<file path="src/design/ptpl_pkg.sv">
// Purpose: constants and types for the pulse train position loop
// Assumes: 16-bit parameter registers on a plain strobe port
// Notes: gains and levels are in tenths, as programmed
package ptpl_pkg;
    localparam logic [3:0] PTPL_A_MODE = 4'h0;
    localparam logic [3:0] PTPL_A_FMT = 4'h1;
    localparam logic [3:0] PTPL_A_GAIN1 = 4'h2;
    localparam logic [3:0] PTPL_A_GAIN2 = 4'h3;
    localparam logic [3:0] PTPL_A_GSW = 4'h4;
    localparam logic [3:0] PTPL_A_TLVL = 4'h5;
    localparam logic [3:0] PTPL_A_SLVL = 4'h6;
    localparam logic [3:0] PTPL_A_SMOOTH = 4'h7;
    localparam logic [3:0] PTPL_A_LIMIT = 4'h8;
    localparam logic [3:0] PTPL_A_WINDOW = 4'h9;
    localparam logic [3:0] PTPL_A_DTIME = 4'ha;
    localparam logic [3:0] PTPL_A_TARGET = 4'hb;
    localparam logic [3:0] PTPL_A_POSLO = 4'hc;
    localparam logic [3:0] PTPL_A_POSHI = 4'hd;
    localparam logic [3:0] PTPL_A_STATUS = 4'he;
    localparam logic [15:0] PTPL_RST_MODE = 16'h0000;
    localparam logic [15:0] PTPL_RST_FMT = 16'h0000;
    localparam logic [15:0] PTPL_RST_GAIN1 = 16'h00c8;
    localparam logic [15:0] PTPL_RST_GAIN2 = 16'h012c;
    localparam logic [15:0] PTPL_RST_GSW = 16'h0000;
    localparam logic [15:0] PTPL_RST_TLVL = 16'h0064;
    localparam logic [15:0] PTPL_RST_SLVL = 16'h0064;
    localparam logic [15:0] PTPL_RST_SMOOTH = 16'h0005;
    localparam logic [15:0] PTPL_RST_LIMIT = 16'h00c8;
    localparam logic [15:0] PTPL_RST_WINDOW = 16'h000a;
    localparam logic [15:0] PTPL_RST_DTIME = 16'h0064;
    localparam logic [15:0] PTPL_GAIN_MAX = 16'h0fa0;
    localparam logic [15:0] PTPL_PCT_MAX = 16'h03e8;
    localparam logic [15:0] PTPL_DTIME_MAX = 16'h2710;
    localparam logic [3:0] PTPL_SMOOTH_MAX = 4'hf;
    localparam logic [5:0] PTPL_PSI_FUNC = 6'h2b;
    localparam int PTPL_CLK_HZ = 50000000;
    localparam int PTPL_TICK_US = 100;
    localparam int PTPL_TICK_CYC = PTPL_CLK_HZ / 1000000 * PTPL_TICK_US;
    localparam logic [12:0] PTPL_TICK_LAST = 13'(PTPL_TICK_CYC - 1);
    typedef struct packed {
        logic [3:0] addr;
        logic [15:0] wdata;
        logic wr;
        logic rd;
    } ptpl_bus_t;
    typedef struct packed {
        logic [15:0] mode;
        logic [15:0] fmt;
        logic [15:0] gain1;
        logic [15:0] gain2;
        logic [15:0] gsw;
        logic [15:0] tlvl;
        logic [15:0] slvl;
        logic [15:0] smooth;
        logic [15:0] limit;
        logic [15:0] window;
        logic [15:0] dtime;
        logic [15:0] target;
    } ptpl_regs_t;
endpackage : ptpl_pkg

</file>
<file path="src/design/ptpl_top.sv">
// Purpose: pulse train decoder, gain selection, clamp and completion flag
// Assumes: inputs synchronous to sys_clk; deviation from the loop core
// Notes: loop arithmetic uses the programmed tenths directly
`timescale 1ns/1ps
`default_nettype none
module ptpl_top (
    input wire logic sys_clk,
    input wire logic arst_n,
    input wire ptpl_pkg::ptpl_bus_t bus,
    output logic [15:0] rdata,
    input wire logic pulse_input_a,
    input wire logic pulse_input_b,
    input wire logic closed_loop_vector_control,
    input wire logic [5:0] photo_term_func,
    input wire logic photo_term_in,
    input wire logic servo_enable,
    input wire logic run_fwd,
    input wire logic run_rev,
    input wire logic spindle_orient,
    input wire logic orient_moving,
    input wire logic [15:0] torque_cmd,
    input wire logic [15:0] speed_cmd,
    input wire logic [31:0] pos_deviation,
    input wire logic [31:0] regulator_raw,
    output logic position_control,
    output logic [1:0] command_source,
    output logic servo_on,
    output logic stop_move_start,
    output logic filter_average,
    output logic overspeed_ctl,
    output logic [15:0] active_gain,
    output logic [31:0] regulator_out,
    output logic regulator_active,
    output logic positioning_done,
    output logic [31:0] pulse_count
);
    import ptpl_pkg::*;

    typedef struct packed {
        logic [1:0] rst_sync;
        ptpl_regs_t regs;
        logic [15:0] rdata;
        logic a_q;
        logic b_q;
        logic photo_q;
        logic [31:0] count;
        logic [15:0] gain;
        logic [12:0] tick_cnt;
        logic [15:0] dwell;
        logic done;
        logic pos_ctl;
        logic [1:0] src;
        logic servo;
        logic stop_start;
        logic favg;
        logic ovs;
        logic [31:0] reg_out;
        logic reg_act;
    } ptpl_state_t;

    ptpl_state_t st_ff;
    ptpl_state_t nxt_st;
    logic rst_n;
    assign rst_n = st_ff.rst_sync[1];

    function automatic logic [15:0] clamp16(input logic [15:0] v, input logic [15:0] hi);
        clamp16 = (v > hi) ? hi : v;
    endfunction : clamp16

    function automatic logic [31:0] abs32(input logic [31:0] v);
        abs32 = v[31] ? (32'h0 - v) : v;
    endfunction : abs32

    logic a_rise, b_rise, a_chg, b_chg, dir_rev, run_dir_rev;
    logic signed [1:0] step;
    logic [15:0] gain_target;
    logic high_level;
    logic [31:0] lim_abs, raw_abs;
    logic [31:0] gain_diff;

    always_comb begin
        a_chg = pulse_input_a != st_ff.a_q;
        b_chg = pulse_input_b != st_ff.b_q;
        a_rise = pulse_input_a & ~st_ff.a_q;
        b_rise = pulse_input_b & ~st_ff.b_q;
        step = 2'sd0;
        case (st_ff.regs.fmt[3:0])
            4'h0: begin
                // quadrature: one channel moves per step; both at once is noise
                if (a_chg && !b_chg) begin
                    step = (pulse_input_a != pulse_input_b) ? 2'sd1 : -2'sd1;
                end else if (b_chg && !a_chg) begin
                    step = (pulse_input_a == pulse_input_b) ? 2'sd1 : -2'sd1;
                end
            end
            4'h1: begin
                if (a_rise) begin
                    step = pulse_input_b ? -2'sd1 : 2'sd1;
                end
            end
            4'h2: begin
                if (a_rise) begin
                    step = 2'sd1;
                end
            end
            4'h3: begin
                if (a_rise && !b_rise) begin
                    step = 2'sd1;
                end else if (b_rise && !a_rise) begin
                    step = -2'sd1;
                end
            end
            default: step = 2'sd0;
        endcase
        run_dir_rev = run_rev & ~run_fwd;
        dir_rev = st_ff.regs.fmt[5] ? run_dir_rev : st_ff.regs.fmt[4];
        if (dir_rev) begin
            step = -step;
        end
        case (st_ff.regs.gsw[2:0])
            3'h1: high_level = torque_cmd > st_ff.regs.tlvl;
            3'h2: high_level = speed_cmd > st_ff.regs.slvl;
            default: high_level = 1'b0; // reserved codes behave as no switch
        endcase
        if (spindle_orient) begin
            gain_target = orient_moving ? st_ff.regs.gain2 : st_ff.regs.gain1;
        end else begin
            gain_target = high_level ? st_ff.regs.gain2 : st_ff.regs.gain1;
        end
        lim_abs = 32'(st_ff.regs.limit);
        raw_abs = abs32(regulator_raw);
        gain_diff = {16'h0, gain_target} - {16'h0, st_ff.gain};
    end

    always_comb begin
        nxt_st = st_ff;
        nxt_st.rst_sync = {st_ff.rst_sync[0], 1'b1};
        nxt_st.a_q = pulse_input_a;
        nxt_st.b_q = pulse_input_b;
        nxt_st.photo_q = photo_term_in;
        nxt_st.rdata = 16'h0000;
        if (bus.wr) begin
            case (bus.addr)
                PTPL_A_MODE: nxt_st.regs.mode = bus.wdata;
                PTPL_A_FMT: nxt_st.regs.fmt = bus.wdata;
                PTPL_A_GAIN1: nxt_st.regs.gain1 = clamp16(bus.wdata, PTPL_GAIN_MAX);
                PTPL_A_GAIN2: nxt_st.regs.gain2 = clamp16(bus.wdata, PTPL_GAIN_MAX);
                PTPL_A_GSW: nxt_st.regs.gsw = bus.wdata;
                PTPL_A_TLVL: nxt_st.regs.tlvl = clamp16(bus.wdata, PTPL_PCT_MAX);
                PTPL_A_SLVL: nxt_st.regs.slvl = clamp16(bus.wdata, PTPL_PCT_MAX);
                PTPL_A_SMOOTH: nxt_st.regs.smooth = {12'h000, bus.wdata[3:0]};
                PTPL_A_LIMIT: nxt_st.regs.limit = clamp16(bus.wdata, PTPL_PCT_MAX);
                PTPL_A_WINDOW: nxt_st.regs.window = bus.wdata;
                PTPL_A_DTIME: nxt_st.regs.dtime = clamp16(bus.wdata, PTPL_DTIME_MAX);
                PTPL_A_TARGET: nxt_st.regs.target = bus.wdata;
                default: ;
            endcase
        end
        if (bus.rd) begin
            case (bus.addr)
                PTPL_A_MODE: nxt_st.rdata = st_ff.regs.mode;
                PTPL_A_FMT: nxt_st.rdata = st_ff.regs.fmt;
                PTPL_A_GAIN1: nxt_st.rdata = st_ff.regs.gain1;
                PTPL_A_GAIN2: nxt_st.rdata = st_ff.regs.gain2;
                PTPL_A_GSW: nxt_st.rdata = st_ff.regs.gsw;
                PTPL_A_TLVL: nxt_st.rdata = st_ff.regs.tlvl;
                PTPL_A_SLVL: nxt_st.rdata = st_ff.regs.slvl;
                PTPL_A_SMOOTH: nxt_st.rdata = st_ff.regs.smooth;
                PTPL_A_LIMIT: nxt_st.rdata = st_ff.regs.limit;
                PTPL_A_WINDOW: nxt_st.rdata = st_ff.regs.window;
                PTPL_A_DTIME: nxt_st.rdata = st_ff.regs.dtime;
                PTPL_A_TARGET: nxt_st.rdata = st_ff.regs.target;
                PTPL_A_POSLO: nxt_st.rdata = st_ff.count[15:0];
                PTPL_A_POSHI: nxt_st.rdata = st_ff.count[31:16];
                PTPL_A_STATUS: nxt_st.rdata = {9'h000, st_ff.reg_act, st_ff.servo, st_ff.done,
                    st_ff.src, st_ff.pos_ctl, st_ff.ovs};
                default: nxt_st.rdata = 16'h0000; // unmapped reads zero
            endcase
        end
        // count only from the pulse source; other sources hold the count
        if (st_ff.src == 2'd0) begin
            nxt_st.count = st_ff.count + 32'(signed'(step));
        end
        nxt_st.pos_ctl = closed_loop_vector_control && (st_ff.regs.mode[3:0] == 4'h1);
        nxt_st.src = (st_ff.regs.mode[7:4] > 4'h2) ? 2'd0 : st_ff.regs.mode[5:4];
        nxt_st.stop_start = st_ff.pos_ctl && (st_ff.src == 2'd2)
            && (photo_term_func == PTPL_PSI_FUNC) && photo_term_in && !st_ff.photo_q;
        // servo holds once on; cleared when position control drops
        if (!st_ff.pos_ctl) begin
            nxt_st.servo = 1'b0;
        end else if (st_ff.src == 2'd0 || spindle_orient) begin
            nxt_st.servo = servo_enable || run_fwd || run_rev || st_ff.servo;
        end else begin
            nxt_st.servo = 1'b1;
        end
        nxt_st.favg = st_ff.regs.fmt[12];
        nxt_st.ovs = st_ff.regs.fmt[13];
        // smoothing: move by diff >> coefficient, at least one step
        if (gain_diff != 32'h0) begin
            if (gain_diff[31]) begin
                nxt_st.gain = st_ff.gain - 16'(((32'h0 - gain_diff) >> st_ff.regs.smooth[3:0])
                    | 32'h1);
            end else begin
                nxt_st.gain = st_ff.gain + 16'((gain_diff >> st_ff.regs.smooth[3:0])
                    | 32'h1);
            end
        end
        nxt_st.reg_act = st_ff.pos_ctl && (st_ff.regs.limit != 16'h0);
        if (!nxt_st.reg_act) begin
            nxt_st.reg_out = 32'h0;
        end else if (raw_abs > lim_abs) begin
            nxt_st.reg_out = regulator_raw[31] ? (32'h0 - lim_abs) : lim_abs;
        end else begin
            nxt_st.reg_out = regulator_raw;
        end
        // dwell counts 0.1 ms ticks while inside the window
        nxt_st.tick_cnt = (st_ff.tick_cnt == PTPL_TICK_LAST) ? 13'h0 : st_ff.tick_cnt + 13'h1;
        if (abs32(pos_deviation) >= 32'(st_ff.regs.window) || !st_ff.pos_ctl) begin
            nxt_st.dwell = 16'h0;
            nxt_st.done = 1'b0;
            nxt_st.tick_cnt = 13'h0;
        end else begin
            if (st_ff.tick_cnt == PTPL_TICK_LAST && st_ff.dwell != 16'hffff) begin
                nxt_st.dwell = st_ff.dwell + 16'h1;
            end
            nxt_st.done = st_ff.dwell > st_ff.regs.dtime;
        end
    end

    always_ff @(posedge sys_clk or negedge arst_n) begin
        if (!arst_n) begin
            st_ff <= '0;
            st_ff.regs.mode <= PTPL_RST_MODE;
            st_ff.regs.fmt <= PTPL_RST_FMT;
            st_ff.regs.gain1 <= PTPL_RST_GAIN1;
            st_ff.regs.gain2 <= PTPL_RST_GAIN2;
            st_ff.regs.gsw <= PTPL_RST_GSW;
            st_ff.regs.tlvl <= PTPL_RST_TLVL;
            st_ff.regs.slvl <= PTPL_RST_SLVL;
            st_ff.regs.smooth <= PTPL_RST_SMOOTH;
            st_ff.regs.limit <= PTPL_RST_LIMIT;
            st_ff.regs.window <= PTPL_RST_WINDOW;
            st_ff.regs.dtime <= PTPL_RST_DTIME;
            st_ff.gain <= PTPL_RST_GAIN1;
        end else if (!rst_n) begin
            st_ff.rst_sync <= nxt_st.rst_sync;
        end else begin
            st_ff <= nxt_st;
        end
    end

    assign rdata = st_ff.rdata;
    assign position_control = st_ff.pos_ctl;
    assign command_source = st_ff.src;
    assign servo_on = st_ff.servo;
    assign stop_move_start = st_ff.stop_start;
    assign filter_average = st_ff.favg;
    assign overspeed_ctl = st_ff.ovs;
    assign active_gain = st_ff.gain;
    assign regulator_out = st_ff.reg_out;
    assign regulator_active = st_ff.reg_act;
    assign positioning_done = st_ff.done;
    assign pulse_count = st_ff.count;
endmodule : ptpl_top
`default_nettype wire

</file>
<file path="config.mk">
export PLATFORM = sky130hd
export DESIGN_NAME = ptpl_top
export DESIGN_NICKNAME = d
export VERILOG_FILES = /design/src/design/ptpl_pkg.sv /design/src/design/ptpl_top.sv
export SDC_FILE = /design/constraint.sdc
export NUM_CORES = 1
export LEC_CHECK = 0
export ABC_CLOCK_PERIOD_IN_PS = 22600
export BUFFER_PORTS_ARGS = -buffer_cell sky130_fd_sc_hd__buf_2
export CORE_UTILIZATION = 28
export DETAILED_ROUTE_END_ITERATION = 16
export PLACE_DENSITY = 0.47
export SLEW_MARGIN = 40
export SYNTH_ARGS = -nofsm -noshare
export SYNTH_HDL_FRONTEND = slang
export SYNTH_SLANG_ARGS = --single-unit
export TNS_END_PERCENT = 100
</file>
<file path="constraint.sdc">
create_clock -name sys_clk -period 22.6 [get_ports sys_clk]
set_clock_uncertainty 0.1 [all_clocks]
set_input_delay 1.13 -clock sys_clk [delete_from_list [all_inputs] [get_ports sys_clk]]
set_output_delay 1.13 -clock sys_clk [all_outputs]
set_load 0.02 [all_outputs]
</file>
==> results of run 1 <==
per-stage QoR:
stage	power, uW	utilization
2_1_floorplan	1845	-
3_3_place_gp	2242	0.3034
3_5_place_dp	2237	0.3043
4_1_cts	2942	0.3209
5_1_grt	3129	0.3214
6_report	2919	0.3214
flip-flops by register name (all words and copies together) (netlist names), 2 cells and up:
register,flops
active_gain,16
command_source,2
lim_abs,16
nxt_st,3
pulse_count,32
rdata,16
regulator_out,32
st_ff,194
cells by family after synthesis:
group           Yosys count
other cells               1
compound gates          775
mux                     140
flops                   319
buf+inv                 435
simple gates            793
xor+xnor                116
fa+ha+maj               157
power groups by stage:
stage	Sequential, uW	Combinational, uW	Clock [uW]
after floorplan	760	1090	0
after global placement	871	1370	0
after detailed placement	871	1370	0
after CTS	862	1370	706
after global routing	877	1520	729
final	862	1370	690
worst max-delay path: cells and delay by family, from the launching register on:
family / cells / cell delay, ns
AOI/OAI and AO/OA: 22 / 4.58
adders and majority gates: 5 / 1.43
DFF: 1 / 0.60
buffers and inverters: 3 / 0.71
muxes: 2 / 0.52
and+or+nand+nor: 9 / 1.96
metal layers:
| metal | GRT usage | part of all wire | vias up |
|---|---|---|---|
| met5 | 0 | 0.0013 | - |
| met4 | 0.05900 | 0.028 | 18 |
| met3 | 0.04440 | 0.074 | 118 |
| li1 | - | - | 9986 |
| met2 | 0.2952 | 0.43 | 598 |
| met1 | 0.2822 | 0.47 | 10090 |
path summary, 6_finish.rpt:
| kind | start | slack [ns] | endpoint |
|---|---|---|---|
| max | st_ff[219] | 12.52 | active_gain[15] |
| min | nxt_st[330] | 0.26 | rst_n |
| max reg2reg | st_ff[219] | 12.52 | active_gain[15] |
| min reg2reg | nxt_st[330] | 0.26 | rst_n |
| max in group asynchronous | arst_n | 19.93 | rdata[13] |
| min in group asynchronous | arst_n | 0.32 | regulator_out[17] |
cells in the final DEF (no fill, tap or decap), drive strengths merged, types with 21 or more instances in the layout:
cell	instances
a21o	58
a21oi	110
a22oi	78
buf	271
clkbuf	58
dfrtp	293
dfstp	26
ha	154
inv	199
mux2	100
mux2i	35
nand2	251
nand2b	37
nand3	87
nand4	47
nor2	157
nor2b	21
nor3	56
nor4	29
o21a	21
o21ai	239
o22ai	41
o31ai	27
xnor2	81
xor2	35
final cells by class:
class,count,area (um^2),area share
diodes,1,2.502,0.00009303
clock buffers,58,1139,0.04233
clock inverters,16,247.7,0.009210
inverters,197,739.5,0.02749
multi-input cells,1982,13830,0.5140
flip-flops and latches,319,8020,0.2982
well taps,1134,1419,0.05275
repair buffers,271,1506,0.05600
==> results.md, run 1 <==
* Clock latency at the later pin of the worst-skew pair at 0.59 ns
* Worst hold margin at 0.2558 ns
* Slowest stage delay, CP at around 0.60 ns
* Sequential power share at 0.295
* Crit path time final at 10.08 ns
* Die span in x at between 200 and 300 um
* Ys async rst share at 1.000
* P_sw at 1282 uW
* Cell area after layout at 26,900 um^2
* Adder-cell share of the synthesized area at 0.08375
* Final period util at 0.4459
* Setup crit end kind: register
* Net Sw Frac at 0.4393
* Total gr overflow at 0
* Setup WS post-layout at 12.52 ns
* Largest net degree at the start of global routing at 93
* Vias/cell at approximately 5.2
* Core Box Area at 83,690 um^2
* Place WS at 12.00 ns
* Synth area leaders: dfrtp_1, ha_1, o21ai_0, mux2_2, nand2_1
* Simple-Gate Fraction of Synth Area at 0.1656
* CP max FO at 28
* Via count at 20,810
* Placed Cells at 3,902
* Die H at 293.1 um
* Antenna violations before repair at 12
* Final #Nets at 3,103
* Post-synth EDFFs at 0
* Area Overhead vs Synth at 13.38%
* Clock transition at path regs at 0.06 ns
* Syn_nets at between 3,000 and 4,000
* Port bufs at 239
* Data arrival, critical path at approximately 10 ns
* # DRC at 0
* Drt first pass iters at 8
* Status: complete, no violations
* GPL Wtd Cong at roughly 0.88
* Starting Density at 0.2835
* Vias in the first global route at 19,800
* Drt first-iter violations at 1,665
* Clock power frac at 0.236
* Root Driver: clkbuf_16
* Fin. Hold Viols at 0
* Max Cap Viol at 0
* Worst hold path class: register to register
* Post-synthesis mux area share at 0.06698
* Synth warn at 0
* Register area share after synthesis at 0.3378
* Post-DP HPWL at 66.02 mm
* Post-CTS setup buffer count at 0
* Final WL at between 80 and 90 mm
* Post-CTS Hold Fix Bufs at 0
* Fmax achieved at 99.23 MHz
* Commonest cells post-synth: dfrtp_1, nand2_1, o21ai_0
* Num rows at between 100 and 150
* VDD IR-drop max at 0.05374 mV
* Fillers at roughly 8,900
* Netlist Area Pre-Place at 23,730 um^2
* Pint at 1637 uW
* Hold depth at 0
* Synth area leader: dfrtp_1
* Post-Layout Cell Count at 3,978
* Ports at 240
* Mean area per synthesized cell at 8.672 um^2
* Seq cells post-synth at 319
* Clk buf depth at 3
* Distinct cells, synth at 99
* Startpoint types: register
* Placed cell area at 25,470 um^2
* Combinational power share at 0.468
* Main combinational cell family by area after synthesis: compound AO/OA/AOI/OAI gates
* Yosys top cell area share at 0.3090
* Crit path kind: register to register
* Top-count cell post-synth: dfrtp_1
* Critical Path RT at 22.96 ns
* Worst-Margin Slew at 0.8557 ns
* CTS tree: built
* Leak at 0.01174 uW
* XOR/XNOR share of the synthesized area at 0.04282
* Critical path's most frequent cell: a21o_1
* Sink Count at 319
* R2R cell count at 41
* GRT Total Usage at 0.1979
* Synth Instances at 2,736
* Final Max Slew Viols at 0
* PwrDens at 108.5 nW/um^2
* Final setup TNS at 0 ns
* Cts repair resizes at 0
* RSZ-0062 raised after global routing: no
* Post-DRT Antenna Nets at 0
* Number of buffers created by CTS at 40
* Layout cells sized above 1 at 0.1861
* Wire length of the first global-routing pass at between 100 and 150 mm
* H-tree depth at 2
* Slew headroom at 0.4264
* Number of setup violations in the final report at 0
* Synth Flop Type: dfrtp_1
* Slowest-stage cell, CP: dfstp_2
* Routed len/inst at 21.82 um
* Die area at 85,900 um^2
* Synth Area in Compound Gates at 0.2171
No activity file was read; power rests on OpenSTA's default activity.
==> inputs of run 2 (changes only) <==
--- a/config.mk
+++ b/config.mk
@@ -5,11 +5,11 @@
 export SDC_FILE = /design/constraint.sdc
 export NUM_CORES = 1
 export LEC_CHECK = 0
-export ABC_CLOCK_PERIOD_IN_PS = 22600
+export ABC_CLOCK_PERIOD_IN_PS = 8700
 export BUFFER_PORTS_ARGS = -buffer_cell sky130_fd_sc_hd__buf_2
 export CORE_UTILIZATION = 28
 export DETAILED_ROUTE_END_ITERATION = 16
-export PLACE_DENSITY = 0.47
+export PLACE_DENSITY = 0.48
 export SLEW_MARGIN = 40
 export SYNTH_ARGS = -nofsm -noshare
 export SYNTH_HDL_FRONTEND = slang
==> constraint.sdc (replaced) <==
create_clock -name sys_clk -period 8.7 [get_ports sys_clk]
set_clock_uncertainty 0.1 [all_clocks]
set_input_delay 0.435 -clock sys_clk [delete_from_list [all_inputs] [get_ports sys_clk]]
set_output_delay 0.435 -clock sys_clk [all_outputs]
set_load 0.02 [all_outputs]
==> results.md, run 2 (synthesis results as in run 1) <==
* Status: complete, no violations
* Number of setup violations in the final report at 0
* RSZ-0062 raised after global routing: yes
* Max Cap Viol at 0
* # DRC at 0
* Fillers at 8,796
* Root Driver: clkbuf_16
* Setup crit end kind: register
* Core Box Area at 83,690 um^2
* Layout Utilization at 0.3421
* Via count at between 20,000 and 25,000
* Number of buffers created by CTS at 40
* GRT Total Usage at 0.1996
* Final Max Slew Viols at 0
* Slew headroom at 0.3964
* GR met2 Demand/Resource at 0.3127
* Layout cells sized above 1 at 0.2526
* Port bufs at about 240
* Drt first pass iters at 5
* Final #Nets at 3,293
* Critical Path RT at 9.05 ns
* Max reg flops at 194
* Sink Count at 319
* Grt met1 use at 0.2829
* Gr busiest metal: met2
* Crit path kind: register to register
* CTS tree: built
* Commonest non-fill, non-tap cell in the layout: dfrtp_1
* Worst-Margin Slew at 0.9005 ns
* H-tree depth at 2
* Vias in the first global route at approximately 21,000
* PwrDens at 296.5 nW/um^2
* Fin. Hold Viols at 0
* Post-DP HPWL at 67.29 mm
* Final period util at 0.9787
* Starting Density at 0.2835
* Post-DRT Antenna Nets at 0
* Largest net degree at the start of global routing at just over 90
* Data arrival, critical path at roughly 8.9 ns
* Place WS at -0.3566 ns
* Setup WS post-layout at 0.1850 ns
* Critical path's most frequent cell: o21a_1
* VDD IR-drop max at 0.1532 mV
* GPL Wtd Cong at 0.9042
* Wire length of the first global-routing pass at around 130 mm
* Worst hold path class: input pin to register
* Slowest-stage cell, CP: dfstp_2
* Die H at 293.1 um
* Met3 Resource Use GR at 0.03502
* Drt first-iter violations at 1,668
* Total gr overflow at 0
* Final setup TNS at 0 ns
* Most frequent cells in the layout: dfrtp_1, nand2_1, buf_2
* Crit path time final at approximately 8.5 ns
* Final WL at 87.99 mm
* Leak at 0.01268 uW
* Fmax achieved at 117.4 MHz
* Clock transition at path regs at 0.06 ns
* Biggest register: st_ff
* CP max FO at 6
* Startpoint types: register
* Routed len/inst at ~21 um
* Die span in x at 293.1 um
* Clock latency at the later pin of the worst-skew pair at 0.61 ns
* Ports at 240
* Diode count at 0
* Die area at 85,900 um^2
* Slowest stage delay, CP at 0.53 ns
* Area Overhead vs Synth at 20.66%
* Num rows at ~110
* Clk buf depth at 3
* Antenna violations before repair at 10
* Vias/cell at 5.189
run 2: changes by cell type in the layout (fill, tap and decap cells not counted), moves of 4 or more:
cell and delta:
inv_6 -4, a21oi_2 +6, a21oi_1 -8, o31ai_2 +4
ha_4 +7, buf_4 +184, nor3_2 +5, o21ai_1 +4
ha_1 -8, o21ai_0 -5, buf_6 +6, o31ai_1 -6
run 2: worst max-delay path, delay by kind of cell, from the launching register on:
family | cells | cell delay (ns)
flip-flops | 1 | 0.53
buffers and inverters | 7 | 0.99
XOR/XNOR | 1 | 0.16
adder cells (fa/ha/maj) | 4 | 1.00
multiplexers | 1 | 0.36
AO/OA/AOI/OAI | 24 | 3.69
AND/OR/NAND/NOR | 8 | 1.51
run 2: per-stage QoR:
| stage | hold WS [ns] | cells | total power [uW] | instance area [um^2] |
|---|---|---|---|---|
| 2_1_floorplan | 0.03941 | 2736 | 4794 | 23730 |
| 3_3_place_gp | 0.2315 | 4070 | 6458 | 26650 |
| 3_5_place_dp | 0.2347 | 4071 | 6453 | 26680 |
| 4_1_cts | 0.02289 | 4152 | 8360 | 28260 |
| 5_1_grt | 0.07973 | 4166 | 9075 | 28630 |
| 6_report | 0.05002 | 4166 | 8489 | 28630 |
run 2: where the power goes:
part	internal [uW]	switching [uW]	leakage [uW]
logic	2070	2390	0.00796
registers	1780	465	0.00405
clock network	1050	736	0.000677
run 2: layout make-up:
class / instances / area, um^2 / share of cell area
sequential: 319 / 8023 / 0.2803
inverter: 197 / 739.5 / 0.02583
tap: 1134 / 1419 / 0.04957
multi-input combinational: 1982 / 14150 / 0.4942
clock inverter: 20 / 289.0 / 0.01010
timing repair buffer: 461 / 2910 / 0.1017
clock buffer: 53 / 1100 / 0.03842
run 2: final timing paths:
kind                          startpoint                 to  slack, ns  depth (start not counted)
min                        pulse_input_b         st_ff[119]       0.05                          3
max in group asynchronous         arst_n     pulse_count[1]       6.85                          3
max                           st_ff[235]    active_gain[12]       0.19                         45
max reg2reg                   st_ff[235]    active_gain[12]       0.19                         45
min in group asynchronous         arst_n  regulator_out[20]       0.33                          2
min reg2reg                  nxt_st[330]              rst_n       0.25                          0
run 2: what timing repair did:
item,4_1_cts,5_1_grt
resized for setup,24,48
setup endpoints to repair,4,6
pin swaps,13,47
hold buffers,3,0
endpoints found under the hold margin,84,0
cloned,0,1
setup buffers,5,15
run 2: per-layer routing:
layer | share of wire | routed length (um) | vias up
met3 | 0.067 | 5882 | 106
met4 | 0.022 | 1964 | 8
li1 | - | - | 10370
met5 | 0.00051 | 45 | -
met2 | 0.45 | 39230 | 668
met1 | 0.46 | 40860 | 10470
